[src/logic/io_window_pkg.sv]
// constants for the i/o forwarding window and secondary status registers
// assumes a byte-addressed configuration port with one dword per access
//
// How it works
// - forward i/o whose bits 15:12 fall inside window
// - base low twelve address bits read as zero
// - limit low twelve address bits read as ones
// - addressing capability nibbles read zero, ignore writes
// - status bits clear on written one only
// - bit 15 set on any secondary parity error
// - bit 14 set on secondary system error
// - bit 13 set on forwarded cycle master abort
// - bit 12 set on forwarded cycle target abort
// - completion target abort also signals primary, hub
// - bit 11 never set by this bridge
// - bits 10:9 read-only medium devsel timing
// - devsel timing field reads 01, medium timing
package io_window_pkg;
  // configuration offsets (byte addresses)
  localparam logic [7:0] IO_WINDOW_BASE_OFS = 8'h1c;
  localparam logic [7:0] IO_WINDOW_LIMIT_OFS = 8'h1d;
  localparam logic [7:0] SECONDARY_SIDE_STATUS_OFS = 8'h1e;
  // dword that holds all three registers
  localparam logic [7:0] IO_STATUS_DWORD_OFS = 8'h1c;
  // reset values
  localparam logic [3:0] IO_WINDOW_BASE_RST = 4'h0;
  localparam logic [3:0] IO_WINDOW_LIMIT_RST = 4'h0;
  localparam logic [15:0] SECONDARY_SIDE_STATUS_RST = 16'h02a0;
  // fixed fields
  localparam logic [3:0] IO_ADDR_CAP_16BIT = 4'h0;
  localparam logic [11:0] IO_BASE_LOW_FILL = 12'h000;
  localparam logic [11:0] IO_LIMIT_LOW_FILL = 12'hfff;
  localparam logic [1:0] DEVSEL_MEDIUM = 2'h1;
  // status bit positions
  localparam int STS_PARITY_BIT = 15;
  localparam int STS_SERR_BIT = 14;
  localparam int STS_MABORT_BIT = 13;
  localparam int STS_TABORT_RCV_BIT = 12;
  localparam int STS_TABORT_SIG_BIT = 11;
  localparam int STS_DEVSEL_LSB = 9;
  localparam int STS_DATA_PERR_BIT = 8;
  localparam int STS_66MHZ_BIT = 5;

  // sticky flag update: a set in the same cycle as a clear wins
  function automatic logic sticky_next(input logic cur, input logic set, input logic clr);
    sticky_next = set | (cur & ~clr);
  endfunction : sticky_next
endpackage : io_window_pkg

[src/logic/io_window_decode.sv]
// i/o window hit decode for 16-bit i/o addresses
// assumes base and limit nibbles come straight from registers
`timescale 1ns/10ps
module io_window_decode
  import io_window_pkg::*;
(
  input wire logic [3:0] base_nib,   // window base, address bits 15:12
  input wire logic [3:0] limit_nib,  // window limit, address bits 15:12
  input wire logic [15:0] addr,      // i/o address from the hub side
  output logic hit                   // address lies inside the window
);
  logic [15:0] lo_addr; // first byte of the window
  logic [15:0] hi_addr; // last byte of the window

  // build the full window bounds and compare inclusively
  always_comb
  begin
    lo_addr = {base_nib, IO_BASE_LOW_FILL};
    hi_addr = {limit_nib, IO_LIMIT_LOW_FILL};
    // an inverted window never matches since no address meets both ends
    hit = (addr >= lo_addr) && (addr <= hi_addr);
  end
endmodule : io_window_decode

[src/logic/io_window_secondary_status.sv]
// i/o forwarding window and secondary status configuration registers
// assumes a single-cycle configuration port (byte address of the dword, byte enables)
// and one-cycle event pulses from the secondary bus master logic
`timescale 1ns/10ps
module io_window_secondary_status
  import io_window_pkg::*;
(
  input wire logic sys_clk,
  input wire logic arst_n,
  input wire logic clk_en,
  input wire logic [7:0] cfg_addr,
  input wire logic [3:0] cfg_be,
  input wire logic cfg_wr,
  input wire logic cfg_rd,
  input wire logic [31:0] cfg_wdata,
  output logic [31:0] cfg_rdata,
  output logic cfg_rd_ack,
  input wire logic io_req_valid,
  input wire logic [15:0] io_req_addr,
  output logic io_fwd_valid,
  output logic io_fwd_hit,
  input wire logic sec_parity_err,
  input wire logic sec_serr_seen,
  input wire logic fwd_master_abort,
  input wire logic fwd_target_abort,
  input wire logic fwd_cmpl_required,
  input wire logic initiator_data_perr,
  input wire logic parity_resp_en,
  output logic target_abort_signaled,
  output logic hub_cmpl_target_abort
);
  // register state
  logic [3:0] base_q; // io_window_base bits 7:4
  logic [3:0] base_d;
  logic [3:0] limit_q; // io_window_limit bits 7:4
  logic [3:0] limit_d;
  logic perr_q; // secondary_parity_error_seen
  logic perr_d;
  logic serr_q; // secondary_system_error_seen
  logic serr_d;
  logic mabort_q; // master_abort_received
  logic mabort_d;
  logic tabort_q; // target_abort_received
  logic tabort_d;
  logic dperr_q; // initiator data parity detected
  logic dperr_d;
  // bus answer state
  logic [31:0] rdata_q;
  logic [31:0] rdata_d;
  logic rd_ack_q;
  logic rd_ack_d;
  // forwarding decision and hub-side answers
  logic fwd_valid_q;
  logic fwd_valid_d;
  logic fwd_hit_q;
  logic fwd_hit_d;
  logic sta_q;
  logic sta_d;
  logic hub_ta_q;
  logic hub_ta_d;
  // decode and assembled views
  logic sel; // access hits the window/status dword
  logic win_hit; // combinational window compare
  logic [15:0] status_view; // status as software reads it
  logic [7:0] base_view;
  logic [7:0] limit_view;
  logic [7:0] clr_hi; // write-one-to-clear mask for status bits 15:8

  // window compare lives in its own leaf
  io_window_decode u_decode (
    .base_nib (base_q),
    .limit_nib (limit_q),
    .addr (io_req_addr),
    .hit (win_hit)
  );

  // address decode of the configuration port
  always_comb
  begin
    if (cfg_addr == IO_STATUS_DWORD_OFS)
    begin
      sel = 1'b1;
    end
    else
    begin
      sel = 1'b0;
    end
  end

  // software-visible images of the three registers
  always_comb
  begin
    base_view = {base_q, IO_ADDR_CAP_16BIT};
    limit_view = {limit_q, IO_ADDR_CAP_16BIT};
    status_view = SECONDARY_SIDE_STATUS_RST; // fixed bits: 66 MHz, bit 7, devsel
    status_view[STS_DEVSEL_LSB +: 2] = DEVSEL_MEDIUM;
    status_view[STS_TABORT_SIG_BIT] = 1'b0;
    status_view[STS_PARITY_BIT] = perr_q;
    status_view[STS_SERR_BIT] = serr_q;
    status_view[STS_MABORT_BIT] = mabort_q;
    status_view[STS_TABORT_RCV_BIT] = tabort_q;
    status_view[STS_DATA_PERR_BIT] = dperr_q;
  end

  // next values for the writable window fields
  always_comb
  begin
    base_d = base_q;
    limit_d = limit_q;
    if (cfg_wr && sel)
    begin
      // only the upper nibble of each byte takes data
      if (cfg_be[0])
      begin
        base_d = cfg_wdata[7:4];
      end
      if (cfg_be[1])
      begin
        limit_d = cfg_wdata[15:12];
      end
    end
  end

  // next values for the sticky status flags
  always_comb
  begin
    // only the top status byte holds clearable bits
    if (cfg_wr && sel && cfg_be[3])
    begin
      clr_hi = cfg_wdata[31:24];
    end
    else
    begin
      clr_hi = 8'h00;
    end
    // parity error is recorded regardless of the response enable
    perr_d = sticky_next(perr_q, sec_parity_err, clr_hi[STS_PARITY_BIT - 8]);
    serr_d = sticky_next(serr_q, sec_serr_seen, clr_hi[STS_SERR_BIT - 8]);
    mabort_d = sticky_next(mabort_q, fwd_master_abort, clr_hi[STS_MABORT_BIT - 8]);
    tabort_d = sticky_next(tabort_q, fwd_target_abort, clr_hi[STS_TABORT_RCV_BIT - 8]);
    dperr_d = sticky_next(dperr_q, initiator_data_perr & parity_resp_en, clr_hi[STS_DATA_PERR_BIT - 8]);
  end

  // next values for read answer, forwarding decision and abort reporting
  always_comb
  begin
    rd_ack_d = cfg_rd;
    rdata_d = 32'h0000_0000;
    if (cfg_rd && sel)
    begin
      rdata_d = {status_view, limit_view, base_view};
    end
    // unmapped reads answer with zero
    fwd_valid_d = io_req_valid;
    fwd_hit_d = io_req_valid & win_hit;
    // completion-required target abort goes back to the hub and primary
    sta_d = fwd_target_abort & fwd_cmpl_required;
    hub_ta_d = fwd_target_abort & fwd_cmpl_required;
  end

  // register all state; clock enable freezes everything
  always_ff @(posedge sys_clk or negedge arst_n)
  begin
    if (!arst_n)
    begin
      base_q <= IO_WINDOW_BASE_RST;
      limit_q <= IO_WINDOW_LIMIT_RST;
      perr_q <= SECONDARY_SIDE_STATUS_RST[STS_PARITY_BIT];
      serr_q <= SECONDARY_SIDE_STATUS_RST[STS_SERR_BIT];
      mabort_q <= SECONDARY_SIDE_STATUS_RST[STS_MABORT_BIT];
      tabort_q <= SECONDARY_SIDE_STATUS_RST[STS_TABORT_RCV_BIT];
      dperr_q <= SECONDARY_SIDE_STATUS_RST[STS_DATA_PERR_BIT];
      rdata_q <= 32'h0000_0000;
      rd_ack_q <= 1'b0;
      fwd_valid_q <= 1'b0;
      fwd_hit_q <= 1'b0;
      sta_q <= 1'b0;
      hub_ta_q <= 1'b0;
    end
    else if (clk_en)
    begin
      base_q <= base_d;
      limit_q <= limit_d;
      perr_q <= perr_d;
      serr_q <= serr_d;
      mabort_q <= mabort_d;
      tabort_q <= tabort_d;
      dperr_q <= dperr_d;
      rdata_q <= rdata_d;
      rd_ack_q <= rd_ack_d;
      fwd_valid_q <= fwd_valid_d;
      fwd_hit_q <= fwd_hit_d;
      sta_q <= sta_d;
      hub_ta_q <= hub_ta_d;
    end
  end

  // outputs straight from flip-flops
  assign cfg_rdata = rdata_q;
  assign cfg_rd_ack = rd_ack_q;
  assign io_fwd_valid = fwd_valid_q;
  assign io_fwd_hit = fwd_hit_q;
  assign target_abort_signaled = sta_q;
  assign hub_cmpl_target_abort = hub_ta_q;
endmodule : io_window_secondary_status

[config.mk]
export PLATFORM = sky130hd
export DESIGN_NAME = io_window_secondary_status
export DESIGN_NICKNAME = d
export VERILOG_FILES = /design/src/logic/io_window_pkg.sv /design/src/logic/io_window_decode.sv /design/src/logic/io_window_secondary_status.sv
export SDC_FILE = /design/constraint.sdc
export NUM_CORES = 1
export LEC_CHECK = 0
export BUFFER_PORTS_ARGS = -buffer_cell sky130_fd_sc_hd__buf_2
export CAP_MARGIN = 10
export CORE_UTILIZATION = 30
export CTS_BUF_LIST = sky130_fd_sc_hd__clkbuf_4 sky130_fd_sc_hd__clkbuf_8
export CTS_CLUSTER_SIZE = 28
export DETAILED_ROUTE_END_ITERATION = 10
export GPL_ROUTABILITY_DRIVEN = 0
export HOLD_SLACK_MARGIN = 0.08
export PLACE_DENSITY = 0.73
export SYNTH_ARGS = -nofsm -noshare
export SYNTH_HDL_FRONTEND = slang
export SYNTH_SLANG_ARGS = --single-unit
export TNS_END_PERCENT = 20
[constraint.sdc]
create_clock -name sys_clk -period 1.45 [get_ports sys_clk]
set_input_delay 0.145 -clock sys_clk [delete_from_list [all_inputs] [get_ports sys_clk]]
set_output_delay 0.145 -clock sys_clk [all_outputs]
set_load 0.03 [all_outputs]
Word level (Yosys, flattened, before mapping)
Index checks and enable logic that the tools add are counted.
- bits in registers: 49
- latch bits: 0
- RAM bits: 0
- ROM bits: 0
- bits of input ports: 73
- output and inout bits: 37
- memories: 0
- add/subtract/negate cells: 0
- multipliers: 0
- divide/modulo/power cells: 0
- magnitude comparators: 2
- equal/unequal tests: 1
- shifts and indexed selects: 0
- mux-type cells: 3
- bitwise operators: 18
- reductions and logical operators: 6
- operator list (operator ; number):
    $mux 32 ; 1
    $ge 16x16->1 ; 1
    $le 16x16->1 ; 1
    $and 1x1->1 ; 8
    $eq 8x5->1 const B ; 1
    $mux 8 ; 1
    $reduce_and 3->1 ; 2
    $not 1->1 ; 5
    $or 1x1->1 ; 5
    $logic_and 1x1->1 ; 4
    $mux 1 ; 1

Longest topological paths before layout
Gate-level depths: netlist of run 1.
- word-level depth: 8
- gate-level depth with buffers: 6

Modules after synthesis
From an unflattened synthesis of run 1, not the netlist that was laid out.
- cells, all modules: 151
- area, all modules: 1659.1 um^2
- modules (own cells, without submodules) (module ; times used ; cells an instance ; area an instance (um^2) ; seq. area each (um^2)):
    io_window_secondary_status ; 1 ; 117 ; 1400.1 ; 775.7
    io_window_decode ; 1 ; 34 ; 259.0 ; 0.0

Worst setup path after synthesis of run 1
Ideal clock, no wire load.
- path type: input to register
- from: input cfg_addr[5]
- to: register dperr_q
- library setup time: 0.122 ns
- arrival: 1.395 ns
- data required time: 1.328 ns
- path slack: -0.067 ns
- cell stages on the path: 4
- buffers on the path: 0
- cells stage by stage: or4b_1 nor4_2 nand2_1 a32o_1
- cells in the longest elaborated chain, start to end: 8
- ends and longest elaborated chain (item ; RTL line ; source):
    start: declaration ; io_window_secondary_status.sv:11 ; input wire logic [7:0] cfg_addr,
    $eq 8x5->1 ; io_window_secondary_status.sv:80 ; if (cfg_addr == IO_STATUS_DWORD_OFS)
    $mux 1 ; io_window_secondary_status.sv:80 ;
    $logic_and 1x1->1 (2 in series) ; io_window_secondary_status.sv:128 ; if (cfg_wr && sel && cfg_be[3])
    $mux 8 ; io_window_secondary_status.sv:128 ;
    $not 1->1 ; io_window_pkg.sv:46 ; sticky_next = set | (cur & ~clr);
    $and 1x1->1 ; io_window_pkg.sv:46 ;
    $or 1x1->1 ; io_window_pkg.sv:46 ;
    end signal: assignment ; io_window_secondary_status.sv:172 ; dperr_q <= SECONDARY_SIDE_STATUS_RST[STS_DATA_PERR_BIT];
    end signal: assignment ; io_window_secondary_status.sv:188 ; dperr_q <= dperr_d;
    end: declaration ; io_window_secondary_status.sv:45 ; logic dperr_q;
Every way passes these cells.
A chain may end at the register's enable or synchronous reset.

Worst setup path in the final report of run 1
- from: register base_q[3]
- to: register fwd_hit_q (netlist: io_fwd_hit)
- cells in the longest elaborated chain, start to end: 3
- ends and longest elaborated chain (item ; RTL line ; source):
    start: declaration ; io_window_secondary_status.sv:33 ; logic [3:0] base_q;
    start signal: assignment ; io_window_secondary_status.sv:182 ; base_q <= base_d;
    $ge 16x16->1 ; io_window_decode.sv:21 ; hit = (addr >= lo_addr) && (addr <= hi_addr);
    $logic_and 1x1->1 ; io_window_decode.sv:21 ;
    $and 1x1->1 ; io_window_secondary_status.sv:155 ; fwd_hit_d = io_req_valid & win_hit;
    end signal: assignment ; io_window_secondary_status.sv:192 ; fwd_hit_q <= fwd_hit_d;
    end: declaration ; io_window_secondary_status.sv:55 ; logic fwd_hit_q;
Every way passes these cells.

==> Implementation_results.wiki, run 1 <==
{| class="wikitable"
! Metric !! Value
|-
| DP Wirelength || about 3000 um
|-
| Remaining antenna violation count after routing || 0
|-
| Total setup buffers inserted after CTS || 0
|-
| Inserted Clock Buffers || 5
|-
| Worst reg2reg path startpoint || base_q[3]
|-
| Final setup fails || 1
|-
| Maximum number of pins on one net before global-route repair || 32
|-
| Proportion of layout cells with a drive suffix above 1 || about half
|-
| Violated checks || setup timing
|-
| Power density normalized to cell area || between 800 and 900 nW/um^2
|-
| Wire length per cell || roughly 12 um
|-
| Wire length of the first global-routing pass || around 5700 um
|-
| Cell at the root of the clock tree || sky130_fd_sc_hd__clkbuf_8
|-
| Post-Syn Instances || 140
|-
| Area occupied by multi-input gates || slightly below 700 sq um
|-
| Via density per instance || ~4.3
|-
| Classification of the worst setup path || reg -> reg
|-
| CTS clk-pin slew, worst paths || about 0.07 ns
|-
| Number of rows created at floorplan || 25
|-
| Post-detailed-route DRC marker count || 0
|-
| DRT Wirelength || between 3000 and 4000 um
|-
| Total power consumption of the routed design || 1.91 mW
|-
| Total Die Area || approximately 5500 sq um
|-
| Number of H-tree branching levels || 2
|-
| Crit path setup slack, layout || -0.104 ns
|-
| Initial core utilization || between 30% and 40%
|-
| Number of filler cells placed in the layout || between 400 and 500
|-
| Largest delay share family, worst path || simple AND/OR/NAND/NOR gates
|-
| Grt ovf || 0
|-
| Crit path from || base_q[3]
|-
| Number of storage elements in the synthesis netlist || 31
|-
| Max Buffers Root-to-Sink || 2
|-
| Data required time at the worst endpoint || 1.67 ns
|-
| IO Port Bufs || 73
|-
| Final count of pins violating max slew || 0
|-
| Crit path buf inv count || 1
|-
| Type of the most critical hold path || in -> reg
|-
| Nets || between 300 and 400
|-
| Leakage power total || 1.16 nW
|-
| Area inside the core boundary || 4880 sq um
|-
| Yosys warnings || 0
|-
| Global-route usage over all layers || 13.8%
|-
| Result of the run || finished with violations
|-
| Reported max-cap violation count || 0
|-
| Average instance area after synthesis || roughly 11 sq um
|-
| Worst-path cell chain || inv_2 -> ha_4 -> nand2_2 -> or4_4 -> o221ai_2 -> a32o_1
|-
| RSZ-0062 raised after global routing || true
|-
| Post-route fraction of the period consumed by the critical path || 107%
|-
| Skew-Pair Late Insertion Delay || around 0.27 ns
|-
| Critical path capture point type || flop
|-
| Worst path max stage delay || 0.41 ns
|-
| Vias in the first global route || 1248
|-
| Area grow syn2layout || 37.4%
|-
| DRT iter0 DRCs || 28
|-
| Measured slew at the worst slew-check pin || slightly below 0.7 ns
|-
| Number of enable-type register cells in the synthesized netlist || 0
|-
| Final setup TNS || -0.104 ns
|-
| Post-synthesis async set-or-reset flop share || 100%
|-
| Horizontal die dimension || about 74 um
|-
| Destination of the critical timing path || io_fwd_hit
|-
| Total clock sinks || 31
|-
| Setup slack of the most critical reg-to-reg path || -0.10 ns
|-
| Area taken by flip-flops and latches || 776 sq um
|-
| Max transition margin || between 50% and 60%
|-
| Category of the worst setup path launch point || flop
|-
| Number of vias after detailed routing || ~1300
|-
| Netlist cell types || 26
|-
| Final min period || about 1.6 ns
|-
| Highest clock frequency the design can meet || approximately 0.64 GHz
|-
| Worst R2R End || io_fwd_hit
|-
| Library cell contributing the largest single delay on the critical path || sky130_fd_sc_hd__or4_4
|-
| Setup slack after placement || -0.242 ns
|-
| Hold Worst Slack || around 0.10 ns
|-
| Die height || 74.4 um
|-
| Worst IR drop on VDD || 519 uV
|-
| Worst Reg-to-Reg Cells || 6
|-
| Clk_skew || between 0.004 and 0.005 ns
|-
| Pre-Repair DR Iteration Count || 3
|-
| Cell area after technology mapping || between 1500 and 2000 sq um
|-
| Final hold viol count || 0
|-
| TritonCTS clock tree || built
|-
| Antenna violations before repair || 0
|-
| Data arrival at the endpoint of the critical path || between 1.5 and 2 ns
|-
| Predominant post-synthesis flop cell || sky130_fd_sc_hd__dfrtp_1
|-
| Boundary pin count || 110
|-
| Critical path peak fanout || 2
|-
| Final core area utilization || 44.3%
|-
| Sequential fraction of the synthesis area || slightly below 50%
|-
| Cell depth of the worst setup path || 6
|-
| Diode insertion count for antenna repair || 0
|}
==> worst reg2reg max path: cells and delay by family (launching register included) <==
kind | cells | cell delay (ns)
and+or+nand+nor | 2 | 0.46
adders and majority gates | 1 | 0.26
AOI/OAI and AO/OA | 2 | 0.35
DFF | 1 | 0.36
buffers and inverters | 1 | 0.06
==> layout by cell type, fill, tap and decap left out, drive strengths merged <==
master | synthesis | routed
or4b | 1 | 1
inv | 13 | 13
nor2 | 1 | 1
o41ai | 1 | 1
nand2 | 11 | 11
conb | 1 | 16
a32o | 2 | 2
nor4 | 2 | 2
and2 | 1 | 1
o221ai | 1 | 1
a21o | 2 | 2
ha | 8 | 8
dlygate4sd3 | 0 | 1
dfrtp | 31 | 31
nor3 | 2 | 2
mux2 | 8 | 8
clkbuf | 2 | 8
a21oi | 4 | 4
buf | 20 | 85
o21ai | 3 | 3
nand4 | 5 | 5
nand4bb | 1 | 1
or4 | 2 | 2
a22o | 17 | 17
nand3 | 1 | 1
==> stage by stage <==
step | std cells | area, sq um
final | 294 | 2160
after global routing | 294 | 2160
after CTS | 294 | 2150
after detailed placement | 285 | 2020
after global placement | 285 | 2020
after floorplan | 155 | 1640
==> synthesized netlist by cell type, types with 2 or more instances <==
| cell | number | area share [%] |
|---|---|---|
| sky130_fd_sc_hd__dfrtp_1 | 31 | 49 |
| sky130_fd_sc_hd__clkbuf_1 | 2 | 0.48 |
| sky130_fd_sc_hd__a22o_1 | 17 | 9.5 |
| sky130_fd_sc_hd__a21oi_1 | 4 | 1.3 |
| sky130_fd_sc_hd__nor3_2 | 2 | 1.3 |
| sky130_fd_sc_hd__o21ai_0 | 3 | 0.95 |
| sky130_fd_sc_hd__inv_1 | 13 | 3.1 |
| sky130_fd_sc_hd__mux2_2 | 8 | 5.7 |
| sky130_fd_sc_hd__nand2_1 | 11 | 2.6 |
| sky130_fd_sc_hd__or4_1 | 2 | 0.95 |
| sky130_fd_sc_hd__a21o_1 | 2 | 0.95 |
| sky130_fd_sc_hd__buf_4 | 19 | 9.1 |
| sky130_fd_sc_hd__a32o_1 | 2 | 1.3 |
| sky130_fd_sc_hd__nand4_1 | 5 | 2.0 |
| sky130_fd_sc_hd__ha_1 | 8 | 6.4 |
==> repair_timing <==
action / 4_1_cts / 5_1_grt
gates resized for setup: 3 / 2
hold endpoints to repair: 31 / 0
pin swaps: 2 / 3
setup endpoints to repair: 1 / 1
hold buffers: 1 / 0
==> layout make-up <==
class	count	share of cell area, %
repair buffers	86	21.5
multi-input cells	89	31.6
clock buffers	8	4.81
inverters	13	2.26
flip-flops and latches	31	35.9
well taps	67	3.88
==> sequential cells by signal (all words and copies together), names as in the netlist <==
signal and cells:
cfg_rdata 14, base_q 4, limit_q 4, cfg_rd_ack 1
dperr_q 1, hub_cmpl_target_abort 1, io_fwd_hit 1, io_fwd_valid 1
mabort_q 1, perr_q 1, serr_q 1, tabort_q 1
==> per-layer routing <==
metal | vias up | global-route usage (%) | routed length (um)
met3 | 7 | 3.66 | 189
met4 | 0 | 4.40 | 51
met5 | - | 0 | 0
met2 | 43 | 22.7 | 1780
met1 | 585 | 17.6 | 1630
li1 | 641 | - | -
==> cell families after synthesis <==
logic type,share of synthesized area (%)
AO/OA/AOI/OAI,15.0
adder cells (fa/ha/maj),6.36
buffers and inverters,13.0
other,0.238
AND/OR/NAND/NOR,10.3
flip-flops,49.3
multiplexers,5.73
==> report_power, final <==
part	switching, mW	internal, mW	leakage, nW
clock	0.304	0.451	0.0549
combinational	0.170	0.0999	0.704
sequential	0.00732	0.878	0.402
total	0.482	1.43	1.16
==> worst min path at each step <==
stage,cells past startpoint,start,end
finish,2,cfg_wdata[14],limit_q[2]
global route,2,fwd_master_abort,mabort_q
global placement,1,arst_n,cfg_rdata[28]
floorplan,0,arst_n,base_q[0]
CTS,2,sec_serr_seen,serr_q
detailed placement,1,arst_n,cfg_rdata[29]
No activity file was read; power rests on OpenSTA's default activity.
==> run 2: changes to the inputs <==
--- a/config.mk
+++ b/config.mk
@@ -7,13 +7,13 @@
 export LEC_CHECK = 0
 export BUFFER_PORTS_ARGS = -buffer_cell sky130_fd_sc_hd__buf_2
 export CAP_MARGIN = 10
-export CORE_UTILIZATION = 30
+export CORE_UTILIZATION = 35
 export CTS_BUF_LIST = sky130_fd_sc_hd__clkbuf_4 sky130_fd_sc_hd__clkbuf_8
 export CTS_CLUSTER_SIZE = 28
 export DETAILED_ROUTE_END_ITERATION = 10
 export GPL_ROUTABILITY_DRIVEN = 0
 export HOLD_SLACK_MARGIN = 0.08
-export PLACE_DENSITY = 0.73
+export PLACE_DENSITY = 0.82
 export SYNTH_ARGS = -nofsm -noshare
 export SYNTH_HDL_FRONTEND = slang
 export SYNTH_SLANG_ARGS = --single-unit
==> run 2 against run 1 <==
- the flow still finishes with violations (setup timing)
- clock power shrank 10%
- die area shrank 14%
- sequential share of layout area grew 0.44 points
- final area shrank 1.2%
- final cell count shrank 5.4%
- sequential cell count is the same
- clock skew shrank 0.0018 ns
- fmax shrank 0.79%
- via count grew 3.2%
- total power shrank 4.1%
- wire length shrank 0.22%
==> Implementation_results.wiki, run 2 (synthesized netlist as in run 1, its figures left out) <==
{| class="wikitable"
! Metric !! Value
|-
| Post-detailed-route DRC marker count || 0
|-
| DRT Wirelength || approximately 3600 um
|-
| Max Buffers Root-to-Sink || 2
|-
| DRT iter0 DRCs || 52
|-
| Clk_skew || around 0.0028 ns
|-
| Area grow syn2layout || 35.7%
|-
| Worst-path cell chain || inv_2 -> ha_4 -> nand2_2 -> or4_1 -> o221ai_1 -> a32o_1
|-
| Placed cells || around 270
|-
| Initial core utilization || a little over a third
|-
| Leading cell type in the layout, fill and taps excluded || sky130_fd_sc_hd__buf_2
|-
| Die height || roughly 69 um
|-
| Max transition margin || approximately 54%
|-
| Vias in the first global route || between 1000 and 1500
|-
| Data arrival at the endpoint of the critical path || 1.78 ns
|-
| Worst path max stage delay || 0.39 ns
|-
| Post-route fraction of the period consumed by the critical path || 108%
|-
| Critical path peak fanout || 2
|-
| Global-route usage over all layers || approximately 16%
|-
| CTS clk-pin slew, worst paths || around 0.060 ns
|-
| Measured slew at the worst slew-check pin || between 0.6 and 0.7 ns
|-
| Leakage power total || around 1.2 nW
|-
| Total Die Area || 4770 sq um
|-
| Final count of pins violating max slew || 0
|-
| Final hold viol count || 0
|-
| Library cell contributing the largest single delay on the critical path || sky130_fd_sc_hd__or4_1
|-
| Power density normalized to cell area || about 860 nW/um^2
|-
| Hold Worst Slack || roughly 0.1 ns
|-
| Number of rows created at floorplan || 24
|-
| Antenna violations before repair || 0
|-
| Type of the most critical hold path || in -> reg
|-
| Highest clock frequency the design can meet || ~0.64 GHz
|-
| Horizontal die dimension || roughly 70 um
|-
| DP Wirelength || 2840 um
|-
| Total clock sinks || 31
|-
| Leading cell types in the layout, fill and taps excluded || sky130_fd_sc_hd__buf_2, sky130_fd_sc_hd__dfrtp_1, sky130_fd_sc_hd__a22o_1, sky130_fd_sc_hd__conb_1, sky130_fd_sc_hd__inv_1
|-
| Reported max-cap violation count || 0
|-
| Inserted Clock Buffers || 5
|-
| Final core area utilization || 49.4%
|-
| Final setup TNS || -0.116 ns
|-
| Largest delay share family, worst path || simple AND/OR/NAND/NOR gates
|-
| Result of the run || finished with violations
|-
| Number of H-tree branching levels || 2
|-
| Proportion of layout cells with a drive suffix above 1 || 48.2%
|-
| Boundary pin count || 110
|-
| Grt ovf || 0
|-
| Pre-Repair DR Iteration Count || 4
|-
| Violated checks || setup timing
|-
| Final setup fails || 1
|-
| Data required time at the worst endpoint || ~1.7 ns
|-
| Final min period || ~1.6 ns
|-
| Remaining antenna violation count after routing || 0
|-
| Area inside the core boundary || about 4300 sq um
|-
| Nets || 306
|-
| Wire length of the first global-routing pass || 6080 um
|-
| Setup slack of the most critical reg-to-reg path || -0.12 ns
|-
| Classification of the worst setup path || reg -> reg
|-
| Maximum number of pins on one net before global-route repair || 32
|-
| Category of the worst setup path launch point || flop
|-
| Critical path capture point type || flop
|-
| Number of vias after detailed routing || between 1000 and 1500
|-
| Flip-flop count of the largest register, all copies and words added || 14
|-
| Final standard cell count with taps included and fillers excluded || 278
|-
| IO Port Bufs || between 70 and 80
|-
| Cell at the root of the clock tree || sky130_fd_sc_hd__clkbuf_8
|-
| TritonCTS clock tree || built
|-
| Worst IR drop on VDD || between 400 and 500 uV
|-
| Diode insertion count for antenna repair || 0
|-
| RSZ-0062 raised after global routing || true
|-
| Wire length per cell || 13.1 um
|-
| Via density per instance || 4.74
|-
| Crit path setup slack, layout || -0.116 ns
|-
| Crit path buf inv count || 1
|-
| Skew-Pair Late Insertion Delay || about 0.28 ns
|}
run 2: cell type report:
class	count	area (sq um)
Sequential cell	31	776
Inverter	13	48.8
Tap cell	52	65.1
Multi-Input combinational cell	89	698
Clock inverter	1	5.00
Clock buffer	7	83.8
Fill cell	414	2190
Timing Repair Buffer	85	458
run 2: worst reg2reg max path: stages, from the launching register on:
cell and delay [ns]:
sky130_fd_sc_hd__dfrtp_1 0.37, sky130_fd_sc_hd__inv_2 0.06, sky130_fd_sc_hd__ha_4 0.26, sky130_fd_sc_hd__nand2_2 0.05
sky130_fd_sc_hd__or4_1 0.39, sky130_fd_sc_hd__o221ai_1 0.19, sky130_fd_sc_hd__a32o_1 0.19
run 2: metal layers:
metal	part of all wire (%)	vias to the layer above	wire, um	global-route usage [%]
met3	5.8	7	210	4.68
met4	2.0	0	74	7.03
met5	0	-	0	0
met1	43	620	1580	19.1
met2	49	50	1780	27.2
li1	-	640	-	-
run 2: worst paths after layout:
kind	start	endpoint	depth (start not counted)
max in group asynchronous	arst_n	limit_q[2]	2
min in group asynchronous	arst_n	hub_cmpl_target_abort	2
worst min-delay path	cfg_wdata[15]	limit_q[3]	2
worst min register to register	io_fwd_valid	io_fwd_valid	1
worst max register to register	base_q[3]	io_fwd_hit	6
worst max-delay path	base_q[3]	io_fwd_hit	6
run 2: timing repair:
action                                  CTS  global route
endpoints found under the setup margin    6            10
hold buffers                              1             0
buffers inserted                          1             1
endpoints found under the hold margin    31             0
pin swaps                                 2             3
gates resized for setup                   4             3
run 2: stage by stage:
stage               total power [mW]  instance area [sq um]  setup slack (ns)
CTS                             1.85                   2100            -0.140
finish                          1.83                   2130            -0.116
detailed placement              1.16                   1980            -0.312
global placement                1.16                   1980            -0.263
global route                    1.92                   2130            -0.177
floorplan                       1.07                   1640           -0.0560
run 2: where the power goes:
| part | internal [mW] | switching (mW) | leakage [nW] |
|---|---|---|---|
| logic | 0.0995 | 0.170 | 0.711 |
| registers | 0.878 | 0.00833 | 0.402 |
| clock network | 0.373 | 0.303 | 0.0491 |
| total | 1.35 | 0.481 | 1.16 |
==> run 3: changes to the inputs <==
--- a/config.mk
+++ b/config.mk
@@ -7,6 +7,7 @@
 export LEC_CHECK = 0
 export BUFFER_PORTS_ARGS = -buffer_cell sky130_fd_sc_hd__buf_2
 export CAP_MARGIN = 10
+export CORE_MARGIN = 3
 export CORE_UTILIZATION = 35
 export CTS_BUF_LIST = sky130_fd_sc_hd__clkbuf_4 sky130_fd_sc_hd__clkbuf_8
 export CTS_CLUSTER_SIZE = 28
==> run 3 against run 2 <==
- the run still ends with setup timing left
- critical endpoint unchanged
- total power up 3.9%
- hold slack got worse by 0.0012 ns
- critical path depth stayed put
- sequential power about the same
- register-to-register slack worse by 0.04 ns
- core utilization up 1.8 points
- count of clock-buffer cells in the layout up 1
- wire length up 3.8%
- highest routed layer unchanged
==> Implementation_results.wiki, run 3 (synthesized netlist as in run 1, its figures left out) <==
{| class="wikitable"
! Metric !! Value
|-
| Result of the run || finished with violations
|-
| Violated checks || setup timing
|-
| Placed cells || between 200 and 300
|-
| Post-detailed-route DRC marker count || 0
|-
| Final hold viol count || 0
|-
| Final setup TNS || -0.158 ns
|-
| DRT Wirelength || about 3800 um
|-
| Cell at the root of the clock tree || sky130_fd_sc_hd__clkbuf_8
|-
| Worst-path cell chain || inv_2 -> ha_4 -> nand2_4 -> or4_4 -> o221ai_2 -> a32o_1
|-
| Leakage power total || around 1.1 nW
|-
| Remaining antenna violation count after routing || 0
|-
| Max transition margin || ~56%
|-
| Inserted Clock Buffers || 5
|-
| Max Buffers Root-to-Sink || 2
|-
| Proportion of layout cells with a drive suffix above 1 || 48.9%
|-
| Total power consumption of the routed design || around 1.9 mW
|-
| Number of vias after detailed routing || approximately 1300
|-
| Maximum number of pins on one net before global-route repair || 32
|-
| Data arrival at the endpoint of the critical path || 1.81 ns
|-
| Leading cell types in the layout, fill and taps excluded || sky130_fd_sc_hd__buf_2, sky130_fd_sc_hd__dfrtp_1, sky130_fd_sc_hd__a22o_1, sky130_fd_sc_hd__conb_1, sky130_fd_sc_hd__inv_1
|-
| Wire length per cell || around 14 um
|-
| Library cell contributing the largest single delay on the critical path || sky130_fd_sc_hd__or4_4
|-
| Number of H-tree branching levels || 2
|-
| Antenna violations before repair || 0
|-
| Initial core utilization || between 30% and 40%
|-
| Measured slew at the worst slew-check pin || 0.660 ns
|-
| Via density per instance || just under 5
|-
| Horizontal die dimension || 73.0 um
|-
| RSZ-0062 raised after global routing || true
|-
| Crit path buf inv count || 1
|-
| Crit path setup slack, layout || -0.158 ns
|-
| TritonCTS clock tree || built
|-
| Clk_skew || approximately 0.0024 ns
|-
| Leading cell type in the layout, fill and taps excluded || sky130_fd_sc_hd__buf_2
|-
| Final setup fails || 1
|-
| DP Wirelength || approximately 2900 um
|-
| Final standard cell count with taps included and fillers excluded || about 270
|-
| Reported max-cap violation count || 0
|-
| Post-route fraction of the period consumed by the critical path || 111%
|-
| Data required time at the worst endpoint || ~1.7 ns
|-
| Skew-Pair Late Insertion Delay || ~0.27 ns
|-
| Number of filler cells placed in the layout || 392
|-
| Worst IR drop on VDD || between 500 and 600 uV
|-
| Category of the worst setup path launch point || flop
|-
| IO Port Bufs || 73
|-
| Classification of the worst setup path || reg -> reg
|-
| Nets || slightly above 300
|-
| Total Die Area || between 5000 and 6000 sq um
|-
| Flip-flop count of the largest register, all copies and words added || 14
|-
| Critical path capture point type || flop
|-
| Wire length of the first global-routing pass || 5770 um
|-
| Diode insertion count for antenna repair || 0
|-
| Boundary pin count || 110
|-
| Worst path max stage delay || approximately 0.41 ns
|-
| CTS clk-pin slew, worst paths || ~0.060 ns
|-
| Global-route usage over all layers || between 10% and 20%
|-
| Highest clock frequency the design can meet || 0.622 GHz
|-
| Area inside the core boundary || between 4000 and 5000 sq um
|-
| Vias in the first global route || 1256
|-
| DRT iter0 DRCs || between 70 and 80
|-
| Grt ovf || 0
|-
| Number of rows created at floorplan || 23
|-
| Pre-Repair DR Iteration Count || 5
|-
| Area grow syn2layout || 35.6%
|-
| Final min period || around 1.6 ns
|-
| Largest delay share family, worst path || simple AND/OR/NAND/NOR gates
|-
| Type of the most critical hold path || in -> reg
|-
| Critical path peak fanout || 2
|-
| Die height || 73.0 um
|-
| Final count of pins violating max slew || 0
|-
| Power density normalized to cell area || a little under 900 nW/um^2
|-
| Total clock sinks || 31
|}
==> run 3: cell count changes in the layout (fill, tap and decap cells not counted), sizes merged <==
cell    before  now
buf         84   81
clkbuf       7    8
clkinv       1    0
==> run 3: power by group <==
part | switching (mW) | leakage (nW) | internal (mW)
logic | 0.174 | 0.691 | 0.100
clock network | 0.292 | 0.0549 | 0.451
registers | 0.00844 | 0.402 | 0.878
total | 0.475 | 1.15 | 1.43
==> run 3: worst reg2reg max path, cell delays in order (launching register included) <==
cell and delay (ns):
sky130_fd_sc_hd__dfrtp_1 0.35, sky130_fd_sc_hd__inv_2 0.06, sky130_fd_sc_hd__ha_4 0.28, sky130_fd_sc_hd__nand2_4 0.05
sky130_fd_sc_hd__or4_4 0.41, sky130_fd_sc_hd__o221ai_2 0.19, sky130_fd_sc_hd__a32o_1 0.20
==> run 3: worst paths after layout <==
check                               from             to  slack [ns]  cells past startpoint
setup reg to reg               base_q[3]     io_fwd_hit       -0.16                      6
hold / removal             sec_serr_seen         serr_q         0.1                      2
setup / recovery               base_q[3]     io_fwd_hit       -0.16                      6
max in group asynchronous         arst_n      base_q[2]        0.58                      2
hold reg to reg             io_fwd_valid   io_fwd_valid        0.50                      1
min in group asynchronous         arst_n  cfg_rdata[12]        0.44                      2
==> run 3: per-layer routing <==
metal | vias to the layer above | wire length (um) | global-route usage [%]
li1 | 632 | - | -
met1 | 627 | 1490 | 18.0
met2 | 48 | 2030 | 23.0
met3 | 7 | 203 | 3.17
met4 | 0 | 57 | 3.69
met5 | - | 0 | 0
==> run 3: layout make-up <==
cell class	instances	area [sq um]	area share, %
Sequential cell	31	776	36.4
Multi-Input combinational cell	89	707	33.1
Timing Repair Buffer	82	435	20.4
Clock buffer	8	104	4.87
Tap cell	50	62.6	2.93
Inverter	13	48.8	2.29
==> run 3: through the flow <==
step	hold slack (ns)	util [%]	worst slack [ns]	area (sq um)
4_1_cts	0.0955	50.3	-0.114	2100
5_1_grt	0.102	51.1	-0.275	2130
3_5_place_dp	0.223	46.9	-0.237	1960
3_3_place_gp	0.209	46.9	-0.227	1960
6_report	0.0993	51.1	-0.158	2130
2_1_floorplan	-0.151	-	-0.0560	1640
==> run 3: repair_timing <==
| action | in CTS | in global routing |
|---|---|---|
| hold buffers | 1 | 0 |
| buffers inserted | 2 | 0 |
| cloned | 0 | 0 |
| resized for setup | 2 | 8 |
| hold endpoints to repair | 31 | 0 |
| endpoints found under the setup margin | 1 | 10 |
| pin swaps | 3 | 3 |
